**src/ring_fairness_pkg.sv**
```systemverilog
// Purpose: shared types and constants for the ring fairness token logic
// Assumes: two ports per node, all link signals on core_clk_i
// Notes:   widths are sized so the quota products never overflow

package ring_fairness_pkg;

  localparam int NPORTS = 2;
  localparam int Q_W    = 8;   // quota base width
  localparam int OUT_W  = 4;   // outstanding transfer count width
  localparam int LIM_W  = Q_W + OUT_W;
  localparam int CNT_W  = LIM_W;

  localparam logic [CNT_W-1:0] CNT_RST = 12'h000;
  localparam logic [CNT_W-1:0] CNT_MAX = 12'hfff;
  localparam logic [CNT_W-1:0] CNT_ONE = 12'h001;

  typedef enum logic {
    TOK_FREE = 1'b0,
    TOK_HELD = 1'b1
  } tok_state_t;

  typedef struct packed {
    logic [Q_W-1:0] hold_base;
    logic [Q_W-1:0] idle_base;
    logic           reflect;
  } cfg_t;

  typedef struct packed {
    logic             char_sync;
    logic             ready;
    logic             operational;
    logic             rx_fair;
    logic             rx_ret;
    logic             char_valid;
    logic             char_is_flag;
    logic             fwd_pending;
    logic             have_frames;
    logic             frame_done;
    logic             frame_abort;
    logic [OUT_W-1:0] outstanding;
  } link_in_t;

  typedef struct packed {
    logic             tx_fair;
    logic             tx_ret;
    logic             may_originate;
    logic             hold_cut_through;
    logic             holding;
    logic             satisfied;
    logic             link_idle;
    logic [CNT_W-1:0] frame_count;
  } link_out_t;

endpackage : ring_fairness_pkg

```
**src/ring_fairness_token_control.sv**
```systemverilog
// Purpose: per-port fairness token engine for a two-port string/loop node
// Assumes: link inputs come from logic on core_clk_i; no synchronisers
// Notes:   one engine per port, i.e. one per traffic direction
//
// Functional notes
// - hold limit is hold base times outstanding
// - idle limit is idle base times outstanding
// - idle base applies when link shows two flags
// - counter counts originations, cleared on token pass
// - only completed, non-aborted frames are counted
// - satisfied at hold limit or nothing to send
// - reflect select picks reflect over forward
// - forwarded token leaves on the other port
// - reflected token leaves same port; return unheld
// - two independent engines, one per direction
// - satisfied passes at once, else hold then pass
// - privileged and control frames are never gated
// - originate when holding unsatisfied or idle headroom
// - below hold limit, holding blocks cut-through
// - between limits, pass token immediately on arrival
// - at idle limit, no application origination
// - accept with sync, transmit only when ready
// - string end reflects fairness token as return
// - dual port node forwards return token unheld
// - string end bounces return token, counter kept

`timescale 1ns/1ps

module ring_fairness_token_control #(
  parameter logic [ring_fairness_pkg::CNT_W-1:0] CNT_SAT =
    ring_fairness_pkg::CNT_MAX
) (
  input  wire logic                      core_clk_i,
  input  wire logic                      rst_i,
  input  wire ring_fairness_pkg::cfg_t   cfg_i,
  input  wire ring_fairness_pkg::link_in_t  [1:0] link_i,
  output ring_fairness_pkg::link_out_t      [1:0] link_o
);

  localparam int NP = ring_fairness_pkg::NPORTS;
  localparam int CW = ring_fairness_pkg::CNT_W;
  localparam int LW = ring_fairness_pkg::LIM_W;

  if (NP != 2) begin : g_bad_ports
    $error("ring fairness logic serves exactly two ports");
  end
  if (CNT_SAT == ring_fairness_pkg::CNT_RST) begin : g_bad_sat
    $error("counter saturation value must be above zero");
  end

  // the limits must hold the full quota product, or a large
  // outstanding count would wrap the limit below the counter
  if (ring_fairness_pkg::LIM_W <
      ring_fairness_pkg::Q_W + ring_fairness_pkg::OUT_W)
  begin : g_bad_lim
    $error("limit width cannot hold the quota product");
  end
  if (ring_fairness_pkg::CNT_W < ring_fairness_pkg::LIM_W)
  begin : g_bad_cnt
    $error("counter narrower than the limits it is compared with");
  end

  // per-port release and routing requests
  logic [NP-1:0] rel;        // held token passed on this cycle
  logic [NP-1:0] refl;       // this port reflects instead of forwards
  logic [NP-1:0] ret_in;     // return token accepted this cycle
  logic [NP-1:0] set_fair;   // fairness token to queue on port o
  logic [NP-1:0] set_ret;    // return token to queue on port o

  // outbound token queues, one bit each: tokens of one kind merge
  logic [NP-1:0] pend_fair_reg;
  logic [NP-1:0] pend_ret_reg;
  logic [NP-1:0] tx_fair_reg;
  logic [NP-1:0] tx_ret_reg;

  for (genvar p = 0; p < NP; p++) begin : g_port
    localparam int Q = 1 - p;

    ring_fairness_pkg::tok_state_t state_reg;
    ring_fairness_pkg::tok_state_t state_next;

    logic [CW-1:0] cnt_reg;
    logic [LW-1:0] hold_lim;
    logic [LW-1:0] idle_lim;
    logic          satisfied;
    logic          fair_in;
    logic          done_ok;
    logic          prev_flag_reg;
    logic          link_idle_reg;
    logic          may_orig_reg;
    logic          hold_ct_reg;
    logic          sat_reg;
    logic          held;
    logic          orig_held;
    logic          orig_idle;

    // quotas scale with the transfers this port has in flight; both
    // factors are widened first so the product keeps every bit
    assign hold_lim = LW'(cfg_i.hold_base)
                    * LW'(link_i[p].outstanding);
    assign idle_lim = LW'(cfg_i.idle_base)
                    * LW'(link_i[p].outstanding);

    assign held = (state_reg == ring_fairness_pkg::TOK_HELD);

    // a port that already holds a token drops a second copy
    assign fair_in   = link_i[p].rx_fair & link_i[p].char_sync;
    assign ret_in[p] = link_i[p].rx_ret & link_i[p].char_sync;

    assign satisfied = (LW'(cnt_reg) >= hold_lim)
                     | ~link_i[p].have_frames;

    // the end of a string reflects; so does a node told to
    assign refl[p] = cfg_i.reflect | ~link_i[Q].operational;

    assign rel[p] = held & satisfied;

    always_comb begin
      state_next = state_reg;
      case (state_reg)
        ring_fairness_pkg::TOK_FREE: begin
          if (fair_in) begin
            state_next = ring_fairness_pkg::TOK_HELD;
          end
        end
        ring_fairness_pkg::TOK_HELD: begin
          if (satisfied) begin
            state_next = ring_fairness_pkg::TOK_FREE;
          end
        end
        default: state_next = ring_fairness_pkg::TOK_FREE;
      endcase
    end

    always_ff @(posedge core_clk_i) begin
      if (rst_i) begin
        state_reg <= ring_fairness_pkg::TOK_FREE;
      end else begin
        state_reg <= state_next;
      end
    end

    // aborted frames never reach the counter
    assign done_ok = link_i[p].frame_done & ~link_i[p].frame_abort;

    always_ff @(posedge core_clk_i) begin
      if (rst_i) begin
        cnt_reg <= ring_fairness_pkg::CNT_RST;
      end else if (rel[p]) begin
        cnt_reg <= ring_fairness_pkg::CNT_RST;
      end else if (done_ok && cnt_reg < CNT_SAT) begin
        cnt_reg <= cnt_reg + ring_fairness_pkg::CNT_ONE;
      end
    end

    // idle means the two most recent received characters were flags;
    // losing character sync forgets the flag history
    always_ff @(posedge core_clk_i) begin
      if (rst_i) begin
        prev_flag_reg <= 1'b0;
      end else if (!link_i[p].char_sync) begin
        prev_flag_reg <= 1'b0;
      end else if (link_i[p].char_valid) begin
        prev_flag_reg <= link_i[p].char_is_flag;
      end
    end

    always_ff @(posedge core_clk_i) begin
      if (rst_i) begin
        link_idle_reg <= 1'b0;
      end else if (!link_i[p].char_sync) begin
        link_idle_reg <= 1'b0;
      end else if (link_i[p].char_valid) begin
        link_idle_reg <= link_i[p].char_is_flag & prev_flag_reg;
      end
    end

    // gating covers application frames only; privileged and
    // control frames are sent without consulting these outputs
    assign orig_held = held & ~satisfied;
    assign orig_idle = ~link_i[p].fwd_pending
                     & link_idle_reg
                     & (idle_lim > LW'(cnt_reg));

    // registered so the frame scheduler sees a clean level, at the
    // cost of one cycle of lag behind the counter
    always_ff @(posedge core_clk_i) begin
      if (rst_i) begin
        may_orig_reg <= 1'b0;
      end else begin
        may_orig_reg <= orig_held | orig_idle;
      end
    end

    always_ff @(posedge core_clk_i) begin
      if (rst_i) begin
        hold_ct_reg <= 1'b0;
      end else begin
        hold_ct_reg <= orig_held;
      end
    end

    always_ff @(posedge core_clk_i) begin
      if (rst_i) begin
        sat_reg <= 1'b0;
      end else begin
        sat_reg <= satisfied;
      end
    end

    assign link_o[p].tx_fair          = tx_fair_reg[p];
    assign link_o[p].tx_ret           = tx_ret_reg[p];
    assign link_o[p].may_originate    = may_orig_reg;
    assign link_o[p].hold_cut_through = hold_ct_reg;
    assign link_o[p].holding          = state_reg;
    assign link_o[p].satisfied        = sat_reg;
    assign link_o[p].link_idle        = link_idle_reg;
    assign link_o[p].frame_count      = cnt_reg;
  end

  // routing of tokens onto outbound port o, each engine independent
  always_comb begin
    for (int o = 0; o < NP; o++) begin
      // forwarded fairness from the other port, or own bounced return
      set_fair[o] = (rel[1-o] & ~refl[1-o])
                  | (ret_in[o] & refl[o]);
      // reflected fairness on own port, or forwarded return
      set_ret[o]  = (rel[o] & refl[o])
                  | (ret_in[1-o] & ~refl[1-o]);
    end
  end

  // tokens wait until the outbound port is ready; a new request in
  // the emit cycle re-arms the queue so no token is lost
  always_ff @(posedge core_clk_i) begin
    if (rst_i) begin
      pend_fair_reg <= '0;
    end else begin
      for (int o = 0; o < NP; o++) begin
        pend_fair_reg[o] <= set_fair[o]
                          | (pend_fair_reg[o] & ~link_i[o].ready);
      end
    end
  end

  // one bit per kind: copies of a token merge, as duplicates should
  always_ff @(posedge core_clk_i) begin
    if (rst_i) begin
      pend_ret_reg <= '0;
    end else begin
      for (int o = 0; o < NP; o++) begin
        pend_ret_reg[o] <= set_ret[o]
                         | (pend_ret_reg[o] & ~link_i[o].ready);
      end
    end
  end

  always_ff @(posedge core_clk_i) begin
    if (rst_i) begin
      tx_fair_reg <= '0;
    end else begin
      for (int o = 0; o < NP; o++) begin
        tx_fair_reg[o] <= pend_fair_reg[o] & link_i[o].ready;
      end
    end
  end

  always_ff @(posedge core_clk_i) begin
    if (rst_i) begin
      tx_ret_reg <= '0;
    end else begin
      for (int o = 0; o < NP; o++) begin
        tx_ret_reg[o] <= pend_ret_reg[o] & link_i[o].ready;
      end
    end
  end

endmodule : ring_fairness_token_control

```
**config.mk**
```make
export PLATFORM = sky130hd
export DESIGN_NAME = ring_fairness_token_control
export DESIGN_NICKNAME = d
export VERILOG_FILES = /design/src/ring_fairness_pkg.sv /design/src/ring_fairness_token_control.sv
export SDC_FILE = /design/constraint.sdc
export NUM_CORES = 1
export LEC_CHECK = 0
export BUFFER_PORTS_ARGS = -buffer_cell sky130_fd_sc_hd__buf_2
export CORE_ASPECT_RATIO = 1.75
export CORE_MARGIN = 3
export CORE_UTILIZATION = 40
export DETAILED_ROUTE_END_ITERATION = 10
export SLEW_MARGIN = 30
export SYNTH_ARGS = -nofsm -noshare
export SYNTH_HDL_FRONTEND = slang
export SYNTH_SLANG_ARGS = --single-unit
```
**constraint.sdc**
```tcl
create_clock -name core_clk_i -period 15 [get_ports core_clk_i]
set_input_delay 3 -clock core_clk_i [delete_from_list [all_inputs] [get_ports core_clk_i]]
set_output_delay 3 -clock core_clk_i [all_outputs]
set_load 0.02 [all_outputs]
```
## After elaboration in Yosys (flattened, before gate mapping)

Cells that the tools add are included.

| storage, ports and cells | value |
|---|---|
| word-level logic and storage cells | 106 |
| bits of input ports | 49 |
| bits in registers | 44 |
| output and inout port bits | 38 |

| cells by class | value |
|---|---|
| multiply operators | 4 |
| mux-type cells | 6 |
| magnitude comparators | 6 |
| reduce and logical (&&, ||, !) cells | 6 |
| bitwise operators | 64 |
| add/sub/neg operators | 2 |

Operator list:

| kind | count |
|---|---|
| $mul A8 B4 Y12 | 4 |
| $and A1 B1 Y1 | 32 |
| $add A12 B1 Y12 const B | 2 |
| $ge A12 B12 Y1 | 2 |
| $gt A12 B12 Y1 | 2 |
| $lt A12 B12 Y1 const B | 2 |
| $not A1 Y1 | 18 |
| $or A1 B1 Y1 | 14 |
| $reduce_or A2 Y1 | 4 |
| $mux W1 | 4 |
| $pmux W1 S2 | 2 |
| $logic_and A1 B1 Y1 | 2 |

## Logic depth before layout (Yosys ltp)

| depth | value |
|---|---|
| depth in word-level cells | 7 |
| mapped depth | 19 |
| gate-level depth less buffers | 17 |

## Worst setup path before layout

No wires, ideal clock.

| timing path | value |
|---|---|
| path type | input to register |
| start | input port link_i[17] (netlist name) |
| end | register g_port[1].cnt_reg[4] |
| required time | 14.936 ns |
| setup time | 0.064 ns |
| stages | 19 |
| buffers on the path | 2 |
| setup slack | 7.932 ns |
| arrival time | 7.004 ns |
| cells stage by stage | clkbuf_1 and2_1 fa_1 inv_1 fa_1 inv_1 ha_1 nor2b_1 o21ai_0 a21oi_1 o41ai_1 xor2_1 ha_1 and3_1 o21ai_1 o2111ai_1 a221o_1 buf_2 nor2_1 |

| on the way | value |
|---|---|
| cells in the longest elaborated chain, start to end | 5 |

RTL lines:

| element | RTL line | text |
|---|---|---|
| start, declared | ring_fairness_token_control.sv:36 | `input wire ring_fairness_pkg::link_in_t [1:0] link_i,` |
| $mul A8 B4 Y12 | ring_fairness_token_control.sv:100 | `* LW'(link_i[p].outstanding);` |
| $ge A12 B12 Y1 | ring_fairness_token_control.sv:110 | `assign satisfied = (LW'(cnt_reg) >= hold_lim)` |
| $or A1 B1 Y1 | ring_fairness_token_control.sv:111 | `\| ~link_i[p].have_frames;` |
| $and A1 B1 Y1 | ring_fairness_token_control.sv:116 | `assign rel[p] = held & satisfied;` |
| $reduce_or A2 Y1 (no line) | - |  |
| end signal, assigned | ring_fairness_token_control.sv:148 | `cnt_reg <= ring_fairness_pkg::CNT_RST;` |
| end signal, assigned | ring_fairness_token_control.sv:150 | `cnt_reg <= ring_fairness_pkg::CNT_RST;` |
| end signal, assigned | ring_fairness_token_control.sv:152 | `cnt_reg <= cnt_reg + ring_fairness_pkg::CNT_ONE;` |
| end, declared | ring_fairness_token_control.sv:82 | `logic [CW-1:0] cnt_reg;` |

No other way between the ends.
A chain may end at the register's enable or synchronous reset.

## Final worst setup path

| timing path | value |
|---|---|
| start | input port link_i[3] (netlist name) |
| end | register g_port[0].cnt_reg[6] |

| on the way | value |
|---|---|
| cells in the longest elaborated chain, start to end | 5 |

RTL lines:

| element | RTL line |
|---|---|
| $mul A8 B4 Y12 | ring_fairness_token_control.sv:100 |
| $ge A12 B12 Y1 | ring_fairness_token_control.sv:110 |
| $or A1 B1 Y1 | ring_fairness_token_control.sv:111 |
| $and A1 B1 Y1 | ring_fairness_token_control.sv:116 |
| $reduce_or A2 Y1 (no line) | - |
| end signal, assigned | ring_fairness_token_control.sv:148 |
| end signal, assigned | ring_fairness_token_control.sv:150 |
| end signal, assigned | ring_fairness_token_control.sv:152 |
| end, declared | ring_fairness_token_control.sv:82 |

No other way between the ends.

==> flow_metrics.py <==
metrics = {
    "run_status": {
        "status": "completed",
    },
    "finish": {
        "drive_gt1_frac": 0.107,
        "fill_cells": 1733,
        "layout-area-overhead-vs-synth_pct": 10.5,
        "antenna-diode-count": 0,
        "largest_register_ffs": 24,
        "layoutNonFillerInstCount": 1155,
        "layout.core_utilization": 0.450,
        "final_net_count": 1139,
    },
    "clock_network": {
        "worst_skew_pair.late_latency_ns": 0.28,
        "ctsHtreeMaxLevel": 2,
        "cts.clk_slew.worst_paths_ns": 0.06,
        "cts_tree": "done",
        "cts_inserted_buffers": 5,
        "clock_tree.buffer_depth": 2,
        "buffer_count_from_post_cts_setup_fixing": 0,
        "ctsRootBufferMaster": "sky130_fd_sc_hd__clkbuf_16",
        "cts_hold_buf": 0,
        "clock_sink_count": 44,
        "cts-resized-gates": 0,
    },
    "yosys": {
        "synth-seq-cells": 44,
        "synth_top_area_share": 0.207,
        "ys_top_cells_by_area": "sky130_fd_sc_hd__ha_1 21%, sky130_fd_sc_hd__fa_1 14%, sky130_fd_sc_hd__dfxtp_1 13%, sky130_fd_sc_hd__and2_1 8.3%, sky130_fd_sc_hd__inv_1 7.0%",
        "synth_top_cell_by_area": "sky130_fd_sc_hd__ha_1",
        "yosys.cell_types.count": 53,
        "syn_area_mm2": 0.00691,
        "ys.flop_type": "sky130_fd_sc_hd__dfxtp_1",
        "synth-edff-count": 0,
        "syn-num-nets": 1068,
        "yosys_warnings": 0,
        "async_reset_ff_frac": 0,
        "synthesis.instances": 857,
        "ys_seq_area_frac": 0.128,
        "avg_synthesized_cell_area_um2": 8.06,
    },
    "pwr": {
        "power_density_mw_per_mm2": 70.2,
        "power_mw": 0.536,
        "power_leakage_nw": 3.72,
        "worst_ir_drop_vdd_v": 0.0000440,
    },
    "global_route": {
        "first_global_vias": 5978,
        "initial_antenna_violation_count": 0,
        "grt_pass1_wl_um": 28500,
        "grt_start_max_net_pins": 19,
        "globalRoute.totalOverflow": 0,
        "grtUsageTotal": 0.180,
    },
    "setup_path": {
        "critical_path_arrival_ns": 7.50,
        "critPathSlowestCell": "sky130_fd_sc_hd__a221o_2",
        "cp-start-kind": "input pin",
        "worst_path_required_time_ns": 15.20,
        "cpPeakStageDelay_ns": 0.58,
        "worstSetupPathType": "in2reg",
        "path_buf_inv": 3,
        "critPathMaxFanout": 16,
        "path_cells": "buf_2, and2_1, fa_1, inv_1, fa_1, inv_1, ha_1, nor2b_1, o21ai_0, a21oi_1, o41ai_1, xor2_1, ha_1, a21o_1, a21oi_1, o211ai_1, a221o_2, nor3b_1",
        "timing.critical_path.to_type": "register",
        "cp_top_family": "compound AO/OA/AOI/OAI gates",
    },
    "timing": {
        "clock.fmax_mhz": 137,
        "hold_viol": 0,
        "final_max_slew_viol_count": 0,
        "timing.max_slew.rel_slack": 0.640,
        "holdWs_ns": 0.465,
        "setup_viol_count_final": 0,
        "layout_worst_path_cycle_share": 0.486,
        "layout_min_cycle_time_ns": 7.30,
        "setup_total_neg_slack_ns": 0,
        "grt_setup_unrepaired": "no",
        "worst_pin_slew_ns": 0.537,
        "timing.clock.skew_ns": 0.00463,
    },
    "route": {
        "wl_met1_um": 6500,
        "met3WireLength_um": 322,
        "drt-wirelength-per-cell_um": 14.3,
        "top_signal_layer_used": "met4",
        "ant_nets": 0,
        "overall_via_count_from_detail_route": 5931,
        "detailroute.wirelength.met2_um": 9180,
        "route.detailed.vias_per_inst": 5.14,
        "routed_wl_um": 16600,
        "drc": 0,
        "drt_first_iter_violations": 227,
        "dr.pass1.iters": 4,
    },
    "worst_hold_path": {
        "timing.hold.worst.class": "reg2reg",
    },
    "floorplanning": {
        "chipWidth_um": 105,
        "std_cell_rows": 63,
        "fp.dieArea_mm2": 0.0189,
        "initial_core_util": 0.407,
        "design.portCount": 87,
        "die_height_um": 180,
        "placeableCoreArea_mm2": 0.0169,
    },
    "placement": {
        "place.detailed.hpwl_um": 14100,
        "place_congestion": 0.854,
        "portBuffers": 86,
        "dpl.cell_count": 1148,
    },
    "run": {
        "maxCapViolations": 0,
    },
}
[worst min-delay path: stages (launching register included)]
cell and delay [ns]:
sky130_fd_sc_hd__dfxtp_1 0.30, sky130_fd_sc_hd__inv_1 0.07, sky130_fd_sc_hd__nor3_1 0.05
[metal layers]
layer	global-route usage	vias up
met2	0.347	83
met1	0.199	2804
met3	0.0165	28
li1	-	3016
met5	0	-
met4	0.0646	0
[area by class of cell]
class | count | area, µm² | area share
Clock buffer | 5 | 125 | 0.0164
Clock inverter | 2 | 12.5 | 0.00164
Inverter | 128 | 480 | 0.0630
Multi-Input combinational cell | 663 | 5420 | 0.710
Sequential cell | 44 | 881 | 0.115
Tap cell | 227 | 284 | 0.0372
Timing Repair Buffer | 86 | 430 | 0.0564
[cells in the mapped netlist, types with 4 or more instances]
cell	count
sky130_fd_sc_hd__buf_4	10
sky130_fd_sc_hd__xnor2_1	33
sky130_fd_sc_hd__nand3_1	15
sky130_fd_sc_hd__nor4_1	6
sky130_fd_sc_hd__dfxtp_1	44
sky130_fd_sc_hd__mux2i_1	6
sky130_fd_sc_hd__a211o_1	4
sky130_fd_sc_hd__o21ai_0	23
sky130_fd_sc_hd__a21oi_1	39
sky130_fd_sc_hd__a41o_1	4
sky130_fd_sc_hd__o22ai_1	4
sky130_fd_sc_hd__fa_1	48
sky130_fd_sc_hd__and2_1	92
sky130_fd_sc_hd__inv_1	128
sky130_fd_sc_hd__nand2b_1	15
sky130_fd_sc_hd__nor3_1	24
sky130_fd_sc_hd__ha_1	114
sky130_fd_sc_hd__nand4_1	21
sky130_fd_sc_hd__nor2_1	62
sky130_fd_sc_hd__clkbuf_1	10
sky130_fd_sc_hd__a211oi_1	5
sky130_fd_sc_hd__nor2b_1	13
sky130_fd_sc_hd__nand2_1	56
sky130_fd_sc_hd__xor2_1	14
sky130_fd_sc_hd__a21o_1	13
sky130_fd_sc_hd__o21a_1	5
[report_power, final]
part	switching, mW	leakage (nW)	internal, mW
Combinational	0.174	3.29	0.133
Clock	0.0465	0.0657	0.0605
Sequential	0.00235	0.357	0.119
Total	0.223	3.72	0.313
[cell usage in the layout, fill, tap and decap left out, types with 4 or more instances in the layout]
cell type,n
sky130_fd_sc_hd__nor2_1,62
sky130_fd_sc_hd__xor2_1,14
sky130_fd_sc_hd__a211oi_1,5
sky130_fd_sc_hd__nor2b_1,13
sky130_fd_sc_hd__ha_1,114
sky130_fd_sc_hd__xnor2_1,33
sky130_fd_sc_hd__dfxtp_1,44
sky130_fd_sc_hd__a21oi_1,39
sky130_fd_sc_hd__o22ai_1,4
sky130_fd_sc_hd__nor4_1,6
sky130_fd_sc_hd__nand3_1,15
sky130_fd_sc_hd__nand2_1,56
sky130_fd_sc_hd__inv_1,128
sky130_fd_sc_hd__fa_1,48
sky130_fd_sc_hd__and2_1,92
sky130_fd_sc_hd__buf_2,86
sky130_fd_sc_hd__a41o_1,4
sky130_fd_sc_hd__o21a_1,5
sky130_fd_sc_hd__mux2i_1,6
sky130_fd_sc_hd__a211o_1,4
sky130_fd_sc_hd__nand2b_1,15
sky130_fd_sc_hd__o21ai_0,23
sky130_fd_sc_hd__clkbuf_16,5
sky130_fd_sc_hd__nor3_1,24
sky130_fd_sc_hd__a21o_1,13
sky130_fd_sc_hd__nand4_1,21
[cell families after synthesis]
kind of cell | synth area share
AND/OR/NAND/NOR | 0.243
adder cells (fa/ha/maj) | 0.346
buffers and inverters | 0.0882
AO/OA/AOI/OAI | 0.127
XOR/XNOR | 0.0596
flip-flops | 0.128
multiplexers | 0.00870
[per-stage QoR]
stage,cell area (µm²),setup slack [ns]
after floorplan,6910,7.93
after global placement,7490,7.49
after detailed placement,7490,7.41
after CTS,7630,7.69
after global routing,7630,7.31
final,7630,7.70
[path summary, 6_finish.rpt]
path | from | end | slack [ns] | cells after the start
max | link_i[3] | g_port[0].cnt_reg[6]$_SDFFE_PP0P_ | 7.70 | 18
min | pend_fair_reg[1]$_SDFF_PP0_ | tx_fair_reg[1]$_SDFF_PP0_ | 0.46 | 2
max reg2reg | g_port[0].cnt_reg[0]$_SDFFE_PP0P_ | g_port[0].cnt_reg[6]$_SDFFE_PP0P_ | 12.68 | 7
min reg2reg | pend_fair_reg[1]$_SDFF_PP0_ | tx_fair_reg[1]$_SDFF_PP0_ | 0.46 | 2
Note: power is estimated with default switching activity, not from simulation.
